File: src/indicator_pkg.sv
// constants and types for the fieldbus status indicator block
package indicator_pkg;
    localparam int unsigned CLK_HZ = 10_000_000;
    localparam int unsigned STATION_W = 7;
    localparam int unsigned BAUD_W = 3;
    // refresh timeout and flicker half period, in ms as chosen
    localparam int unsigned REFRESH_TIMEOUT_MS = 100;
    localparam int unsigned FLICKER_HALF_MS = 100;
    localparam int unsigned REFRESH_TIMEOUT_CYC =
        REFRESH_TIMEOUT_MS * (CLK_HZ / 1000);
    localparam int unsigned FLICKER_HALF_CYC =
        FLICKER_HALF_MS * (CLK_HZ / 1000);
    localparam logic [STATION_W-1:0] STATION_RST = 7'h01;
    localparam logic [BAUD_W-1:0] BAUD_RST = 3'h0;
    // register byte offsets
    localparam logic [7:0] OFS_CTRL = 8'h00;
    localparam logic [7:0] OFS_STATUS = 8'h04;
    localparam logic [7:0] OFS_IRQ_STAT = 8'h08;
    localparam logic [7:0] OFS_IRQ_EN = 8'h0c;
    localparam logic [7:0] OFS_IRQ_CLR = 8'h10;
    localparam int unsigned NUM_EVT = 4;
    // event bit positions
    localparam int unsigned EVT_REFRESH = 0;
    localparam int unsigned EVT_TIMEOUT = 1;
    localparam int unsigned EVT_COMM_ERR = 2;
    localparam int unsigned EVT_SET_CHG = 3;
    typedef enum logic [1:0] {
        AX_IDLE = 2'b00,
        AX_WRESP = 2'b01,
        AX_RRESP = 2'b10
    } axi_state_t;
endpackage

File: src/fieldbus_status_indicators.sv
// fieldbus option status indicators with axi4-lite register slave
`timescale 1ns/1ps
module fieldbus_status_indicators
    import indicator_pkg::*;
#(
    parameter int unsigned REFRESH_CYC = REFRESH_TIMEOUT_CYC,
    parameter int unsigned FLICKER_CYC = FLICKER_HALF_CYC
) (
    // clock and reset
    input wire logic aclk,
    input wire logic aresetn,
    // inverter reset input, pin
    input wire logic inverter_reset_input,
    // protocol engine events, same clock
    input wire logic refresh_ok,
    input wire logic own_comm_error,
    input wire logic tx_busy,
    input wire logic master_v1_only,
    // pins
    input wire logic rx_carrier,
    input wire logic [1:0] switch_setting,
    // settings to protocol engine
    output logic [indicator_pkg::STATION_W-1:0] station_number,
    output logic [indicator_pkg::BAUD_W-1:0] baud_select,
    output logic ver2_mode,
    // indicators
    output logic link_refresh_led,
    output logic link_fault_led,
    output logic power_ok_led,
    output logic transmit_activity_indicator,
    output logic receive_led,
    output logic irq,
    // axi4-lite write address
    input wire logic [7:0] s_axi_awaddr,
    input wire logic s_axi_awvalid,
    output logic s_axi_awready,
    // axi4-lite write data
    input wire logic [31:0] s_axi_wdata,
    input wire logic [3:0] s_axi_wstrb,
    input wire logic s_axi_wvalid,
    output logic s_axi_wready,
    // axi4-lite write response
    output logic [1:0] s_axi_bresp,
    output logic s_axi_bvalid,
    input wire logic s_axi_bready,
    // axi4-lite read address
    input wire logic [7:0] s_axi_araddr,
    input wire logic s_axi_arvalid,
    output logic s_axi_arready,
    // axi4-lite read data
    output logic [31:0] s_axi_rdata,
    output logic [1:0] s_axi_rresp,
    output logic s_axi_rvalid,
    input wire logic s_axi_rready
);
    import indicator_pkg::*;

    localparam logic [1:0] RESP_OK = 2'b00;
    localparam logic [1:0] RESP_SLVERR = 2'b10;

    // three-stage pin synchronisers, change counted when 2nd and 3rd agree
    logic [3:0] pin_s1_q, pin_s2_q, pin_s3_q, pin_q;
    logic [3:0] pin_raw;
    assign pin_raw = {switch_setting, rx_carrier, inverter_reset_input};
    always_ff @(posedge aclk) begin
        if (!aresetn) begin
            pin_s1_q <= 4'h0;
            pin_s2_q <= 4'h0;
            pin_s3_q <= 4'h0;
        end else begin
            pin_s1_q <= pin_raw;
            pin_s2_q <= pin_s1_q;
            pin_s3_q <= pin_s2_q;
        end
    end
    genvar gi;
    generate
        for (gi = 0; gi < 4; gi++) begin : g_pin
            always_ff @(posedge aclk) begin
                if (!aresetn) begin
                    pin_q[gi] <= 1'b0;
                end else if (pin_s2_q[gi] == pin_s3_q[gi]) begin
                    pin_q[gi] <= pin_s3_q[gi];
                end
            end
        end
    endgenerate
    logic inv_reset, carrier;
    logic [1:0] sw;
    assign inv_reset = pin_q[0];
    assign carrier = pin_q[1];
    assign sw = pin_q[3:2];
    // software-set parameters
    logic [STATION_W-1:0] station_q;
    logic [BAUD_W-1:0] baud_q;
    logic ver2_q;
    logic param_wr;
    logic [STATION_W-1:0] new_station;
    logic [BAUD_W-1:0] new_baud;

    // switch capture after reset, then change detection
    logic sw_valid_q;
    logic [1:0] sw_ref_q;
    always_ff @(posedge aclk) begin
        if (!aresetn) begin
            sw_valid_q <= 1'b0;
            sw_ref_q <= 2'h0;
        end else if (!sw_valid_q) begin
            sw_valid_q <= 1'b1;
            sw_ref_q <= sw;
        end
    end
    logic sw_changed;
    assign sw_changed = sw_valid_q && (sw != sw_ref_q);
    logic prm_changed;
    assign prm_changed = param_wr &&
        ((new_station != station_q) || (new_baud != baud_q));

    // latched flicker request, cleared only by reset or inverter reset
    logic set_flicker_q;
    always_ff @(posedge aclk) begin
        if (!aresetn) begin
            set_flicker_q <= 1'b0;
        end else if (sw_changed || prm_changed) begin
            set_flicker_q <= 1'b1;
        end else if (inv_reset) begin
            set_flicker_q <= 1'b0;
        end
    end
    // refresh timeout
    logic [31:0] idle_cnt_q;
    logic link_q;
    always_ff @(posedge aclk) begin
        if (!aresetn) begin
            idle_cnt_q <= 32'h0;
            link_q <= 1'b0;
        end else if (refresh_ok) begin
            idle_cnt_q <= 32'h0;
            link_q <= 1'b1;
        end else if (link_q) begin
            if (idle_cnt_q >= REFRESH_CYC - 1) begin
                link_q <= 1'b0;
                idle_cnt_q <= 32'h0;
            end else begin
                idle_cnt_q <= idle_cnt_q + 32'h1;
            end
        end
    end
    // symmetric flicker source
    logic [31:0] flk_cnt_q;
    logic flk_q;
    always_ff @(posedge aclk) begin
        if (!aresetn) begin
            flk_cnt_q <= 32'h0;
            flk_q <= 1'b0;
        end else if (flk_cnt_q >= FLICKER_CYC - 1) begin
            flk_cnt_q <= 32'h0;
            flk_q <= ~flk_q;
        end else begin
            flk_cnt_q <= flk_cnt_q + 32'h1;
        end
    end
    // indicator outputs
    always_ff @(posedge aclk) begin
        if (!aresetn) begin
            link_refresh_led <= 1'b0;
            link_fault_led <= 1'b0;
            power_ok_led <= 1'b0;
            transmit_activity_indicator <= 1'b0;
            receive_led <= 1'b0;
        end else begin
            link_refresh_led <= link_q;
            if (set_flicker_q) begin
                link_fault_led <= flk_q;
            end else begin
                link_fault_led <= own_comm_error;
            end
            if (ver2_q && master_v1_only) begin
                power_ok_led <= flk_q;
            end else begin
                power_ok_led <= 1'b1;
            end
            transmit_activity_indicator <= tx_busy;
            receive_led <= carrier;
        end
    end

    // settings drive the protocol engine
    always_ff @(posedge aclk) begin
        if (!aresetn) begin
            station_number <= STATION_RST;
            baud_select <= BAUD_RST;
            ver2_mode <= 1'b0;
        end else begin
            station_number <= station_q;
            baud_select <= baud_q;
            ver2_mode <= ver2_q;
        end
    end

    // interrupt events
    logic link_d1_q;
    always_ff @(posedge aclk) begin
        if (!aresetn) begin
            link_d1_q <= 1'b0;
        end else begin
            link_d1_q <= link_q;
        end
    end
    logic [NUM_EVT-1:0] evt;
    always_comb begin
        evt = '0;
        evt[EVT_REFRESH] = refresh_ok;
        evt[EVT_TIMEOUT] = link_d1_q && !link_q;
        evt[EVT_COMM_ERR] = own_comm_error;
        evt[EVT_SET_CHG] = (sw_changed || prm_changed) && !set_flicker_q;
    end

    // axi4-lite slave: one write and one read at a time
    logic aw_have_q, w_have_q;
    logic [7:0] aw_addr_q;
    logic [31:0] w_data_q;
    logic [3:0] w_strb_q;
    logic wr_go;
    assign wr_go = aw_have_q && w_have_q && !s_axi_bvalid;
    always_ff @(posedge aclk) begin
        if (!aresetn) begin
            aw_have_q <= 1'b0;
            w_have_q <= 1'b0;
            aw_addr_q <= 8'h0;
            w_data_q <= 32'h0;
            w_strb_q <= 4'h0;
            s_axi_awready <= 1'b0;
            s_axi_wready <= 1'b0;
            s_axi_bvalid <= 1'b0;
            s_axi_bresp <= RESP_OK;
        end else begin
            s_axi_awready <= !aw_have_q && !s_axi_awready && !s_axi_bvalid;
            s_axi_wready <= !w_have_q && !s_axi_wready && !s_axi_bvalid;
            if (s_axi_awvalid && s_axi_awready) begin
                aw_have_q <= 1'b1;
                aw_addr_q <= s_axi_awaddr;
            end
            if (s_axi_wvalid && s_axi_wready) begin
                w_have_q <= 1'b1;
                w_data_q <= s_axi_wdata;
                w_strb_q <= s_axi_wstrb;
            end
            if (wr_go) begin
                aw_have_q <= 1'b0;
                w_have_q <= 1'b0;
                s_axi_bvalid <= 1'b1;
                case (aw_addr_q)
                    OFS_CTRL, OFS_IRQ_EN, OFS_IRQ_CLR, OFS_STATUS,
                    OFS_IRQ_STAT: begin
                        s_axi_bresp <= RESP_OK;
                    end
                    default: begin
                        s_axi_bresp <= RESP_SLVERR;
                    end
                endcase
            end else if (s_axi_bvalid && s_axi_bready) begin
                s_axi_bvalid <= 1'b0;
            end
        end
    end

    // control register: [6:0] station, [10:8] baud, [16] ver2
    assign param_wr = wr_go && (aw_addr_q == OFS_CTRL);
    always_comb begin
        new_station = station_q;
        new_baud = baud_q;
        if (w_strb_q[0]) begin
            new_station = w_data_q[STATION_W-1:0];
        end
        if (w_strb_q[1]) begin
            new_baud = w_data_q[8 +: BAUD_W];
        end
    end
    always_ff @(posedge aclk) begin
        if (!aresetn) begin
            station_q <= STATION_RST;
            baud_q <= BAUD_RST;
            ver2_q <= 1'b0;
        end else if (param_wr) begin
            station_q <= new_station;
            baud_q <= new_baud;
            if (w_strb_q[2]) begin
                ver2_q <= w_data_q[16];
            end
        end
    end

    // sticky status, enable, write-one-to-clear; set wins
    logic [NUM_EVT-1:0] irq_stat_q, irq_en_q, irq_clr;
    assign irq_clr = (wr_go && aw_addr_q == OFS_IRQ_CLR && w_strb_q[0]) ?
        w_data_q[NUM_EVT-1:0] : '0;
    always_ff @(posedge aclk) begin
        if (!aresetn) begin
            irq_stat_q <= '0;
            irq_en_q <= '0;
            irq <= 1'b0;
        end else begin
            irq_stat_q <= (irq_stat_q & ~irq_clr) | evt;
            if (wr_go && aw_addr_q == OFS_IRQ_EN && w_strb_q[0]) begin
                irq_en_q <= w_data_q[NUM_EVT-1:0];
            end
            irq <= |(irq_stat_q & irq_en_q);
        end
    end

    // read channel
    logic [31:0] rd_word;
    logic rd_ok;
    always_comb begin
        rd_word = 32'h0;
        rd_ok = 1'b1;
        case (s_axi_araddr)
            OFS_CTRL: begin
                rd_word[STATION_W-1:0] = station_q;
                rd_word[8 +: BAUD_W] = baud_q;
                rd_word[16] = ver2_q;
            end
            OFS_STATUS: begin
                rd_word[0] = link_refresh_led;
                rd_word[1] = link_fault_led;
                rd_word[2] = power_ok_led;
                rd_word[3] = transmit_activity_indicator;
                rd_word[4] = receive_led;
                rd_word[5] = set_flicker_q;
                rd_word[9:8] = sw;
            end
            OFS_IRQ_STAT: rd_word[NUM_EVT-1:0] = irq_stat_q;
            OFS_IRQ_EN: rd_word[NUM_EVT-1:0] = irq_en_q;
            OFS_IRQ_CLR: rd_word = 32'h0;
            default: rd_ok = 1'b0;
        endcase
    end
    always_ff @(posedge aclk) begin
        if (!aresetn) begin
            s_axi_arready <= 1'b0;
            s_axi_rvalid <= 1'b0;
            s_axi_rdata <= 32'h0;
            s_axi_rresp <= RESP_OK;
        end else begin
            s_axi_arready <= !s_axi_arready && !s_axi_rvalid;
            if (s_axi_arvalid && s_axi_arready) begin
                s_axi_rvalid <= 1'b1;
                s_axi_rdata <= rd_word;
                s_axi_rresp <= rd_ok ? RESP_OK : RESP_SLVERR;
            end else if (s_axi_rvalid && s_axi_rready) begin
                s_axi_rvalid <= 1'b0;
            end
        end
    end
endmodule

File: config.mk
export PLATFORM = sky130hd
export DESIGN_NAME = fieldbus_status_indicators
export DESIGN_NICKNAME = d
export VERILOG_FILES = /design/src/indicator_pkg.sv /design/src/fieldbus_status_indicators.sv
export SDC_FILE = /design/constraint.sdc
export NUM_CORES = 1
export LEC_CHECK = 0
export ABC_AREA = 1
export CAP_MARGIN = 20
export CORE_ASPECT_RATIO = 0.6
export CORE_MARGIN = 4
export CORE_UTILIZATION = 45
export DETAILED_ROUTE_END_ITERATION = 8
export DONT_BUFFER_PORTS = 1
export GPL_ROUTABILITY_DRIVEN = 1
export PLACE_DENSITY = 0.72
export SYNTH_ARGS = -nofsm -noshare
export SYNTH_HDL_FRONTEND = slang
export SYNTH_SLANG_ARGS = --single-unit
File: constraint.sdc
create_clock -name aclk -period 1.5 [get_ports aclk]
set_input_delay 0.15 -clock aclk [delete_from_list [all_inputs] [get_ports aclk]]
set_output_delay 0.15 -clock aclk [all_outputs]
set_load 0.02 [all_outputs]
### Yosys cells after proc, flatten, opt, wreduce, memory -nomap -nowiden

Cells that the tools add are included.

* $lt $le $gt $ge: 2
* shift-type cells: 0
* eq/ne operators: 15
* $add $sub $neg: 2
* divide/modulo/power cells: 0
* multipliers: 0
* reduce and logical (&&, ||, !) cells: 45
* multiplexer cells: 25
* bitwise gates (word level): 6

Operator list (number)
* $add 32x1->32 const B: 2
* $ge 32x20->1 const B: 2
* $eq 8x4->1 const B: 4
* $mux 32: 1
* $logic_and 1x1->1: 22
* $eq 8x3->1 const B: 2
* $eq 8x5->1 const B: 2
* $logic_not 8->1: 2
* $mux 1: 16
* $pmux 4 s4: 1
* $reduce_or 5->1: 2
* $logic_not 1->1: 9
* $and 4x4->4: 2
* $pmux 2 s2: 2
* $mux 7: 1
* $ne 7x7->1: 1
* $reduce_bool 2->1: 3
* $reduce_or 2->1: 3
* $eq 1x1->1: 4
* $mux 2: 2
* $mux 4: 1
* $not 4->4: 1
* $or 4x4->4: 1
* $reduce_or 4->1: 1
* 6 further kinds: 8

* bits in read-only memories: 0
* memory bits (writable): 0
* word-level logic and storage cells: 136
* flip-flop bits (word level): 172
* bits in latches: 0
* input port bits: 67
* memories: 0

### Longest topological paths before layout

Gate-level depths: netlist (run 1).

* word-level depth: 8
* gate-level depth with buffers: 11
* mapped depth without buffers: 11

### Least setup slack after synthesis (run 1)

OpenSTA, ideal clock, no wires.

* path kind: reg-to-reg
* start point: reg flk_cnt_q[0]
* end point: reg flk_cnt_q[16]
* required time: 1.386 ns
* path slack: 0.047 ns
* cell stages (with the launch flop): 10
* data arrival time: 1.339 ns
* clock period less this slack: 1.453 ns
* setup time: 0.114 ns
* cell sequence: dfxtp_1 ha_1 nand3_2 nor2_2 nand3_2 nor2_2 nand2_2 nor2_2 xor2_1 nor2_1

* word-level cells in the longest chain between the ends: 2
* elaborated cells on any way between the ends: 3

Ends and longest elaborated chain
* start: declaration: RTL line fieldbus_status_indicators.sv:150 `logic [31:0] flk_cnt_q;`
* start signal: assignment: RTL line fieldbus_status_indicators.sv:160 `flk_cnt_q <= flk_cnt_q + 32'h1;`
* $ge 32x20->1: RTL line fieldbus_status_indicators.sv:156 `end else if (flk_cnt_q >= FLICKER_CYC - 1) begin`
* $reduce_or 2->1 (no source line)

Several ways; a longest one is shown, not always the timed one.
A chain may end at the register's enable or synchronous reset.

### Final worst setup path (run 1)

* start point: reg flk_cnt_q[1]
* end point: reg flk_cnt_q[9]

The elaborated chain is that of the path after synthesis.

==> results of run 1 <==
flip-flops by register name (all words and copies together), names as in the netlist, 2 cells and up:
name,flops
idle_cnt_q,32
pin_s3_q,4
irq_stat_q,4
baud_select,3
w_strb_q,3
sw_ref_q,2
aw_addr_q,8
baud_q,3
irq_en_q,4
w_data_q,11
pin_s1_q,4
flk_cnt_q,32
pin_s2_q,4
station_q,7
s_axi_rdata,11
station_number,7
pin_q,2
synthesized netlist by cell type (all sizes together):
library cell,count
xnor2,5
nor3,28
nor2,105
o21bai,3
ha,2
a211oi,4
conb,1
nand3b,2
nand4,15
clkbuf,17
a31oi,1
or2,4
a41oi,1
nand2,184
a21oi,73
a32oi,4
dfxtp,164
buf,36
o311ai,1
xor2,13
inv,118
a32o,1
a221oi,4
a22oi,6
nor4,7
nor3b,4
nand3,58
o21ai,55
layout make-up:
class	instances	area, µm²
clock buffers	17	425
clock inverters	15	140
fillers	1267	5800
inverters	118	443
multi-input cells	615	3430
flip-flops and latches	164	3300
well taps	198	248
repair buffers	98	1020
power groups by stage:
stage / registers, µW / logic, µW / clock network [µW]
floorplan: 4690 / 412 / 0
detailed placement: 4700 / 510 / 0
global placement: 4700 / 505 / 0
CTS: 4610 / 624 / 4230
global route: 4620 / 734 / 4400
finish: 4610 / 661 / 4160
worst reg2reg max path, stage by stage (launching register included):
cell                      delay [ns]
sky130_fd_sc_hd__dfxtp_2        0.36
sky130_fd_sc_hd__ha_4           0.16
sky130_fd_sc_hd__nand3_4        0.07
sky130_fd_sc_hd__nor2_4         0.13
sky130_fd_sc_hd__inv_2          0.05
sky130_fd_sc_hd__nand2_2        0.06
sky130_fd_sc_hd__nand2_1        0.05
sky130_fd_sc_hd__nand2_1        0.10
sky130_fd_sc_hd__nand2_2        0.09
sky130_fd_sc_hd__nand3_4        0.13
sky130_fd_sc_hd__buf_6          0.14
sky130_fd_sc_hd__buf_12         0.12
sky130_fd_sc_hd__nor3b_2        0.04
metrics by stage:
step / total power, µW / setup slack [ns] / hold WS (ns) / util
5_1_grt: 9750 / -0.249 / 0.0929 / 0.608
3_3_place_gp: 5200 / -0.0333 / 0.192 / 0.501
3_5_place_dp: 5210 / -0.0442 / 0.192 / 0.501
4_1_cts: 9460 / -0.0385 / 0.0824 / 0.578
2_1_floorplan: 5100 / 0.0467 / 0.178 / -
6_report: 9430 / -0.130 / 0.107 / 0.608
metal layers:
metal | track usage | up-vias
met5 | 0 | -
met4 | 0.0434 | 0
met1 | 0.293 | 2949
met2 | 0.304 | 225
li1 | - | 3108
met3 | 0.0448 | 8
worst max-delay path by stage:
stage | from | to | slack (ns) | cells past startpoint
CTS | flk_cnt_q[0] | flk_cnt_q[10] | -0.04 | 11
global route | flk_cnt_q[27] | flk_cnt_q[11] | -0.25 | 7
finish | flk_cnt_q[1] | flk_cnt_q[9] | -0.13 | 12
detailed placement | flk_cnt_q[0] | flk_cnt_q[9] | -0.04 | 11
floorplan | flk_cnt_q[0] | flk_cnt_q[16] | 0.05 | 9
global placement | idle_cnt_q[0] | link_q | -0.03 | 11
placed cells by master, fill, tap and decap left out, drive strengths merged, types with 2 or more instances in the layout:
cell type,instances
nand4,15
a21oi,73
a32oi,4
ha,2
o21bai,3
dfxtp,164
nor3b,4
clkinvlp,2
nand3,58
conb,35
dlygate4sd3,34
o21ai,55
xor2,13
nor3,28
clkinv,4
nand3b,2
buf,63
clkbuf,18
a211oi,4
xnor2,5
a221oi,4
or2,4
inv,127
nand2,184
nor4,7
nor2,105
a22oi,6
cell families after synthesis:
group	synth area share
simple gates	0.271
buf+inv	0.108
flops	0.473
compound gates	0.121
xor+xnor	0.0227
fa+ha+maj	0.00361
other cells	0.000540
timing repair:
action | 4_1_cts | 5_1_grt
setup endpoints to repair | 48 | 59
buffers inserted | 5 | 11
resized for setup | 30 | 93
endpoints found under the hold margin | 86 | 0
pin swaps | 8 | 26
hold buffers | 35 | 0
cloned | 3 | 1
==> summary.txt, run 1 <==
Floorplanning
  – Floorplan die width: 168 µm
  – Standard-cell row count: 34
  – Overall die height: 104 µm
  – Effective utilization at floorplan: 0.469
  – Number of I/O pins: 125
  – Total Die Area: 17,500 µm²
  – Core area: 14,800 µm²

Timing
  – Setup repair after global routing missed its margin: yes
  – Final max-slew violation count: 0
  – Final min period: 1.63 ns
  – Worst-case clock skew: 0.0110 ns
  – Worst setup margin: -0.130 ns
  – Hold violation count in the final report: 0
  – Final Setup Violations: 26
  – Highest achievable clock rate: 613 MHz
  – Fraction of the cycle the final worst path needs: 1.09
  – Final TNS setup: -2.30 ns

Critical path
  – Buffers plus inverters on the worst setup path: 3
  – Critical register-to-register path endpoint: flk_cnt_q[9]
  – Worst Path Max Fanout: 5
  – Top Family by Delay on Critical Path: simple AND/OR/NAND/NOR gates
  – Cell with the largest stage delay on the worst path: sky130_fd_sc_hd__dfxtp_2
  – CP required: 1.80 ns
  – Worst R2R Path Depth: 12
  – Worst setup path class: reg -> reg
  – Startpoint types: flop
  – Setup slack, reg-to-reg: -0.13 ns
  – WP data arrival: 1.93 ns
  – Slowest Stage Delay on Critical Path: 0.36 ns
  – Worst setup EP type: flop
  – Worst reg2reg path startpoint: flk_cnt_q[1]
  – Crit path cell chain: ha_4 -> nand3_4 -> nor2_4 -> inv_2 -> nand2_2 -> nand2_1 -> nand2_1 -> nand2_2 -> nand3_4 -> buf_6 -> buf_12 -> nor3b_2

Layout
  – # nets final: 1,083
  – Antenna diode instance count: 0
  – Ratio of cells with drive above 1 in the final layout: 0.209
  – Final standard cell count with taps included and fillers excluded: 1,225
  – Area growth from synthesis to layout: 29.8%
  – Area of all placed cells without fillers: 9000 µm²

Route
  – Wl on met1: 8860 µm
  – Number of remaining DRC errors: 0
  – Highest signal layer in the routed design: met4
  – Via count normalized by instance count: 5.13
  – Routed wl met3: 1230 µm
  – Amount of wire on met2 after detailed routing: 8360 µm
  – Total via count after detailed routing: 6,290
  – Number of DRC markers after the initial detailed-route iteration: 427
  – Mean routed wirelength per cell: 15.1 µm
  – Post-route antenna net violation count: 0
  – Sum of routed wire length over all layers: 18,500 µm
  – Iteration count of the initial detailed-routing pass: 5

CTS
  – Longest Clk Path Bufs: 2
  – Number of buffers created by CTS: 17
  – H-tree depth: 4
  – Source-to-sink clock delay at the later pin of the worst-skew pair: 0.42 ns
  – Clock tree sinks: 164
  – Clock transition at the registers of the reported paths: 0.07 ns
  – Clock root buffer: sky130_fd_sc_hd__clkbuf_16
  – CTS tree: built

Pwr
  – Switching Fraction: 0.265
  – Peak supply drop: 0.000746 V
  – Cell Int Power: 6940 µW
  – Leakage: 0.00371 µW
  – Clock share of power: 0.441
  – P_sw: 2500 µW
  – Logic pwr share: 0.070
  – Sequential Power Share: 0.489
  – Power per unit of standard cell area: 1050 nW/µm²

Yosys
  – Synth top area share: 0.473
  – Gate Count Post-Synth: 916
  – Number of warning messages in the yosys log: 0
  – #FFs+latches synth: 164
  – Post-synthesis instance area: 6940 µm²
  – Synth area leader: sky130_fd_sc_hd__dfxtp_1
  – Number of different library cells in the post-synthesis netlist: 40
  – Post-Synthesis Mean Instance Area: 7.58 µm²
  – Top cells by area, synth: sky130_fd_sc_hd__dfxtp_1, sky130_fd_sc_hd__nand2_1, sky130_fd_sc_hd__inv_1
  – Sequential cell area fraction in the yosys report: 0.473

Worst hold path
  – Hold Path Stages: 4
  – WHS Endpoint: flk_cnt_q[8]
  – Type of the most critical hold path: in -> reg
  – Critical hold path startpoint: aresetn

Job
  – Maximum capacitance violations: 0

Global route
  – Antenna violations before repair: 0
  – GRT overflow: 0
  – Total GRT Usage: 0.200
  – Wire length of the first global-routing pass: 28,600 µm
  – Number of global-route vias before repair: 5,589
  – Largest net degree at the start of global routing: 68

Place
  – Weighted congestion reported at the end of routability-driven placement: 0.854
  – Port-buffer cells: 0
  – Instance count after placement with tap cells included: 1,140
  – Detail Placement HPWL: 12,000 µm
  – Placement Cell Area: 7420 µm²

Run status
  – Status: finished with violations
  – Violated checks: setup timing
(Power assumes the default switching activity.)
==> run 2: changes to the inputs <==
- TNS_END_PERCENT: default -> 30
==> summary.txt, run 2 (synthesized netlist as in run 1, its figures left out) <==
Run status
  – Status: finished with violations (unchanged)
  – Violated checks: setup timing (unchanged)

Timing
  – Worst setup margin: -0.0905 ns (was -0.130 ns)
  – Fraction of the cycle the final worst path needs: 1.06 (was 1.09)
  – Final Setup Violations: 23 (was 26)
  – Highest achievable clock rate: 629 MHz (was 613 MHz)
  – Worst-case clock skew: 0.00938 ns (was 0.0110 ns)
  – Final min period: 1.59 ns (was 1.63 ns)
  – Setup repair after global routing missed its margin: yes (unchanged)
  – Final max-slew violation count: 0 (unchanged)
  – Final TNS setup: -1.36 ns (was -2.30 ns)
  – Hold violation count in the final report: 0 (unchanged)

Route
  – Via count normalized by instance count: 5.03 (was 5.13)
  – Number of DRC markers after the initial detailed-route iteration: 396 (was 427)
  – Sum of routed wire length over all layers: 18,100 µm (was 18,500 µm)
  – Number of remaining DRC errors: 0 (unchanged)
  – Post-route antenna net violation count: 0 (unchanged)
  – Total via count after detailed routing: 6,138 (was 6,290)
  – Mean routed wirelength per cell: 14.8 µm (was 15.1 µm)
  – Iteration count of the initial detailed-routing pass: 5 (unchanged)

Critical path
  – CP required: 1.82 ns (was 1.80 ns)
  – Crit path cell chain: ha_4 -> nand3_4 -> nor2_4 -> inv_2 -> nand2_2 -> nand2_1 -> nand2_1 -> nand2_2 -> buf_4 -> buf_4 -> a21oi_2 -> nor2_1 (was ha_4 -> nand3_4 -> nor2_4 -> inv_2 -> nand2_2 -> nand2_1 -> nand2_1 -> nand2_2 -> nand3_4 -> buf_6 -> buf_12 -> nor3b_2)
  – Slowest Stage Delay on Critical Path: 0.36 ns (about the same)
  – Worst reg2reg path startpoint: flk_cnt_q[1] (unchanged)
  – Top Family by Delay on Critical Path: simple AND/OR/NAND/NOR gates (unchanged)
  – Worst setup path class: reg -> reg (unchanged)
  – Worst setup EP type: flop (unchanged)
  – Startpoint types: flop (unchanged)
  – Worst R2R Path Depth: 12 (unchanged)
  – WP data arrival: 1.91 ns (was 1.93 ns)
  – Setup slack, reg-to-reg: -0.09 ns (was -0.13 ns)
  – Buffers plus inverters on the worst setup path: 3 (unchanged)
  – Cell with the largest stage delay on the worst path: sky130_fd_sc_hd__dfxtp_2 (unchanged)
  – Worst Path Max Fanout: 2 (was 5)
  – Critical register-to-register path endpoint: flk_q (was flk_cnt_q[9])

Floorplanning
  – Core area: 14,800 µm² (unchanged)
  – Total Die Area: 17,500 µm² (unchanged)
  – Floorplan die width: 168 µm (unchanged)
  – Effective utilization at floorplan: 0.469 (unchanged)
  – Number of I/O pins: 125 (unchanged)
  – Overall die height: 104 µm (unchanged)
  – Standard-cell row count: 34 (unchanged)

CTS
  – CTS tree: built (unchanged)
  – Clock tree sinks: 164 (unchanged)
  – H-tree depth: 4 (unchanged)
  – Clock root buffer: sky130_fd_sc_hd__clkbuf_16 (unchanged)
  – Clock transition at the registers of the reported paths: 0.07 ns (about the same)
  – Longest Clk Path Bufs: 2 (unchanged)
  – Source-to-sink clock delay at the later pin of the worst-skew pair: 0.42 ns (about the same)
  – Number of buffers created by CTS: 17 (unchanged)

Layout
  – Antenna diode instance count: 0 (unchanged)
  – # nets final: 1,078 (was 1,083)
  – Registers with the highest flip-flop counts: flk_cnt_q: 32 flops, idle_cnt_q: 32 flops (unchanged)
  – Most used cells in the layout excluding fill and tap cells: sky130_fd_sc_hd__nand2_1, sky130_fd_sc_hd__dfxtp_1, sky130_fd_sc_hd__inv_1 (unchanged)
  – Ratio of cells with drive above 1 in the final layout: 0.189 (was 0.209)
  – Most common cell after layout, fill and taps aside: sky130_fd_sc_hd__nand2_1 (unchanged)
  – Area growth from synthesis to layout: 27.8% (was 29.8%)

Place
  – Post-place setup slack: -0.0442 ns (unchanged)
  – Weighted congestion reported at the end of routability-driven placement: 0.854 (unchanged)
  – Port-buffer cells: 0 (unchanged)
  – Detail Placement HPWL: 12,000 µm (unchanged)

Job
  – Maximum capacitance violations: 0 (unchanged)

Global route
  – GRT overflow: 0 (unchanged)
  – Largest net degree at the start of global routing: 68 (unchanged)
  – Antenna violations before repair: 0 (unchanged)
  – Number of global-route vias before repair: 5,578 (was 5,589)
  – Wire length of the first global-routing pass: 28,600 µm (about the same)
  – Total GRT Usage: 0.200 (about the same)

Worst hold path
  – Hold Path Stages: 4 (unchanged)
  – Critical hold path startpoint: s_axi_araddr[0] (was aresetn)
  – WHS Endpoint: s_axi_rresp[1] (was flk_cnt_q[8])
  – Type of the most critical hold path: in -> reg (unchanged)

Pwr
  – Leakage: 0.00368 µW (was 0.00371 µW)
  – Peak supply drop: 0.000745 V (was 0.000746 V)
  – Power per unit of standard cell area: 1060 nW/µm² (was 1050 nW/µm²)
## run 2: final cells by class
cell class	count	area, µm²
Fill cell	1298	5940
Clock inverter	15	140
Inverter	118	443
Timing Repair Buffer	93	957
Sequential cell	164	3300
Clock buffer	17	425
Multi-Input combinational cell	615	3360
Tap cell	198	248
## run 2: how the worst max path moves through the flow
stage,start,endpoint,depth (start not counted)
after global routing,flk_cnt_q[1],flk_q,13
after CTS,flk_cnt_q[0],flk_cnt_q[10],11
after global placement,idle_cnt_q[0],link_q,11
after floorplan,flk_cnt_q[0],flk_cnt_q[16],9
after detailed placement,flk_cnt_q[0],flk_cnt_q[9],11
final,flk_cnt_q[1],flk_q,12
## run 2: worst reg2reg max path: cells and delay by family, from the launching register on
kind            cells  cell delay, ns
simple gates        7            0.54
fa+ha+maj           1            0.16
flops               1            0.36
buf+inv             3            0.32
compound gates      1            0.11
## run 2: per-stage QoR
step / utilization / instance area, µm² / power, µW / std cells / hold slack (ns)
floorplan: - / 7070 / 5100 / 950 / 0.178
global placement: 0.501 / 7420 / 5200 / 1140 / 0.192
detailed placement: 0.501 / 7420 / 5210 / 1140 / 0.192
CTS: 0.576 / 8530 / 9460 / 1214 / 0.0824
global route: 0.599 / 8870 / 9750 / 1220 / 0.0987
finish: 0.599 / 8870 / 9420 / 1220 / 0.109
## run 2: timing repair
item / in CTS / in global routing
gates resized for setup: 26 / 72
cloned: 3 / 0
setup endpoints to repair: 48 / 59
hold buffers: 35 / 0
pin swaps: 6 / 19
endpoints found under the hold margin: 86 / 0
buffers inserted: 5 / 6
## run 2: layer usage
layer | vias to the layer above | part of all wire | GRT usage
li1 | 3105 | - | -
met1 | 2850 | 0.49 | 0.293
met2 | 169 | 0.44 | 0.303
met3 | 14 | 0.057 | 0.0448
met4 | 0 | 0.0090 | 0.0434
met5 | - | 0 | 0
## run 2: power breakdown
part	switching [µW]	internal (µW)	leakage (µW)
sequential	120	4490	0.00134
clock	1960	2200	0.000274
combinational	411	242	0.00206
total	2490	6930	0.00368
==> run 3: changes to the inputs <==
- PLACE_DENSITY: 0.72 -> 0.7
- clock period: 1.5 -> 1.85 ns (I/O delays scaled with it)
==> summary.txt, run 3 (synthesized netlist as in run 1, its figures left out) <==
Layout
  – Most common cell after layout, fill and taps aside: sky130_fd_sc_hd__nand2_1 (unchanged)
  – Area growth from synthesis to layout: 17.2% (was 27.8%)
  – Most used cells in the layout excluding fill and tap cells: sky130_fd_sc_hd__nand2_1, sky130_fd_sc_hd__dfxtp_1, sky130_fd_sc_hd__inv_1 (unchanged)
  – Antenna diode instance count: 0 (unchanged)
  – Area of all placed cells without fillers: 8130 µm² (was 8870 µm²)
  – Number of filler cells placed in the layout: 1,388 (was 1,298)
  – # nets final: 1,034 (was 1,078)
  – Ratio of cells with drive above 1 in the final layout: 0.0941 (was 0.189)
  – Registers with the highest flip-flop counts: flk_cnt_q: 32 flops, idle_cnt_q: 32 flops (unchanged)

Pwr
  – Logic pwr share: 0.057 (was 0.069)
  – Leakage: 0.00335 µW (was 0.00368 µW)
  – Sequential Power Share: 0.478 (was 0.489)
  – Power per unit of standard cell area: 965 nW/µm² (was 1060 nW/µm²)
  – P_sw: 1990 µW (was 2490 µW)
  – Clock share of power: 0.465 (was 0.441)
  – Peak supply drop: 0.000706 V (was 0.000745 V)
  – Switching Fraction: 0.254 (was 0.264)
  – Cell Int Power: 5850 µW (was 6930 µW)

Critical path
  – Crit path capture: s_axi_rdata[5] (was flk_q)
  – Slowest Stage Delay on Critical Path: 0.44 ns (was 0.36 ns)
  – Crit path cell chain: nand2_1 -> clkinvlp_4 -> o21ai_0 -> nor2_1 (was ha_4 -> nand3_4 -> nor2_4 -> inv_2 -> nand2_2 -> nand2_1 -> nand2_1 -> nand2_2 -> buf_4 -> buf_4 -> a21oi_2 -> nor2_1)
  – Startpoint types: flop (unchanged)
  – Worst reg2reg path startpoint: s_axi_arready (was flk_cnt_q[1])
  – Crit path from: s_axi_arready (was flk_cnt_q[1])
  – Worst setup EP type: flop (unchanged)
  – Cell with the largest stage delay on the worst path: sky130_fd_sc_hd__nand2_1 (was sky130_fd_sc_hd__dfxtp_2)
  – WP data arrival: 2.01 ns (was 1.91 ns)
  – Setup slack, reg-to-reg: 0.14 ns (was -0.09 ns)
  – CP required: 2.15 ns (was 1.82 ns)
  – Critical register-to-register path endpoint: s_axi_rdata[5] (was flk_q)
  – Worst Path Max Fanout: 14 (was 2)
  – Worst R2R Path Depth: 4 (was 12)
  – Worst setup path class: reg -> reg (unchanged)

Job
  – Maximum capacitance violations: 0 (unchanged)

CTS
  – H-tree depth: 4 (unchanged)
  – Number of buffers created by CTS: 17 (unchanged)
  – Clock transition at the registers of the reported paths: 0.07 ns (about the same)
  – Longest Clk Path Bufs: 2 (unchanged)
  – Source-to-sink clock delay at the later pin of the worst-skew pair: 0.42 ns (about the same)
  – Clock root buffer: sky130_fd_sc_hd__clkbuf_16 (unchanged)
  – Number of setup buffers added after CTS: 0 (was 5)
  – CTS tree: built (unchanged)
  – Clock tree sinks: 164 (unchanged)

Floorplanning
  – Effective utilization at floorplan: 0.469 (unchanged)
  – Overall die height: 104 µm (unchanged)
  – Standard-cell row count: 34 (unchanged)
  – Number of I/O pins: 125 (unchanged)
  – Total Die Area: 17,500 µm² (unchanged)
  – Floorplan die width: 168 µm (unchanged)
  – Core area: 14,800 µm² (unchanged)

Global route
  – Number of global-route vias before repair: 5,341 (was 5,578)
  – Total GRT Usage: 0.194 (was 0.200)
  – Antenna violations before repair: 0 (unchanged)
  – Wire length of the first global-routing pass: 27,800 µm (was 28,600 µm)
  – GRT overflow: 0 (unchanged)
  – Largest net degree at the start of global routing: 67 (was 68)

Route
  – Post-route antenna net violation count: 0 (unchanged)
  – Total via count after detailed routing: 5,864 (was 6,138)
  – Iteration count of the initial detailed-routing pass: 4 (was 5)
  – Number of remaining DRC errors: 0 (unchanged)
  – Via count normalized by instance count: 4.99 (was 5.03)
  – Sum of routed wire length over all layers: 16,700 µm (was 18,100 µm)
  – Mean routed wirelength per cell: 14.2 µm (was 14.8 µm)
  – Number of DRC markers after the initial detailed-route iteration: 437 (was 396)

Timing
  – Worst-case clock skew: 0.0111 ns (was 0.00938 ns)
  – Headroom to the max-slew limit: 0.648
  – Final Setup Violations: 0 (was 23)
  – Hold violation count in the final report: 0 (unchanged)
  – Highest achievable clock rate: 586 MHz (was 629 MHz)
  – Final min period: 1.71 ns (was 1.59 ns)
  – Slew @ Worst Pin: 0.527 ns
  – Setup repair after global routing missed its margin: no (was yes)
  – Fraction of the cycle the final worst path needs: 0.923 (was 1.06)
  – Final TNS setup: 0 ns (was -1.36 ns)
  – Final max-slew violation count: 0 (unchanged)

Place
  – Port-buffer cells: 0 (unchanged)
  – Placement Cell Area: 7180 µm² (was 7420 µm²)
  – Detail Placement HPWL: 11,800 µm (was 12,000 µm)
  – Weighted congestion reported at the end of routability-driven placement: 0.863 (was 0.854)

Worst hold path
  – Hold Path Stages: 2 (was 4)
  – Type of the most critical hold path: in -> reg (unchanged)
  – Critical hold path startpoint: s_axi_awaddr[4] (was s_axi_araddr[0])

Run status
  – Status: complete, no violations (was finished with violations)
[run 3: changes by cell type in the layout (fill, tap and decap cells not counted), sizes merged]
cell         change
bufinv           +2
dlygate4sd3      -4
buf             -39
bufbuf           -1
clkinv           -2
[run 3: metrics by stage]
stage               hold slack [ns]  cells   util  total power [µW]  setup slack, ns
floorplan                     0.213    950      -              4130            0.397
global placement              0.227   1113  0.485              4180            0.200
detailed placement            0.227   1113  0.485              4190            0.173
CTS                         0.00445   1176  0.548              7890            0.145
global route                 0.0398   1176  0.549              8140          0.00690
finish                       0.0149   1176  0.549              7840            0.142
[run 3: power by group through the flow]
stage                     logic, µW  registers (µW)  clock network [µW]
after floorplan                 334            3800                   0
after global placement          356            3830                   0
after detailed placement        361            3830                   0
after CTS                       440            3750                3710
after global routing            506            3760                3880
final                           447            3750                3650
[run 3: per-layer routing]
metal | track usage | vias up | part of all wire
met2 | 0.272 | 130 | 0.40
met3 | 0.0414 | 10 | 0.053
li1 | - | 3014 | -
met5 | 0 | - | 0
met1 | 0.300 | 2710 | 0.54
met4 | 0.0457 | 0 | 0.0062
[run 3: cell type report]
type	instances	area, µm²	area share
clock buffers	17	425	0.0523
clock inverters	15	185	0.0228
inverters	118	447	0.0549
multi-input cells	615	3040	0.374
flip-flops and latches	164	3280	0.404
well taps	198	248	0.0305
repair buffers	49	500	0.0616
[run 3: what timing repair did]
item,CTS,global route
resized for setup,0,3
hold buffers,31,0
hold endpoints to repair,86,0
endpoints found under the setup margin,0,21
[run 3: worst max-delay path, delay by kind of cell, from the launching register on]
family                 cells  cell delay (ns)
buffers and inverters      1             0.42
DFF                        1             0.39
and+or+nand+nor            2             0.51
AOI/OAI and AO/OA          1             0.27
[run 3: worst min path at each step]
stage and endpoint:
6_report aw_addr_q[4], 5_1_grt w_data_q[1], 4_1_cts idle_cnt_q[0], 3_5_place_dp sw_valid_q
3_3_place_gp sw_valid_q, 2_1_floorplan sw_valid_q
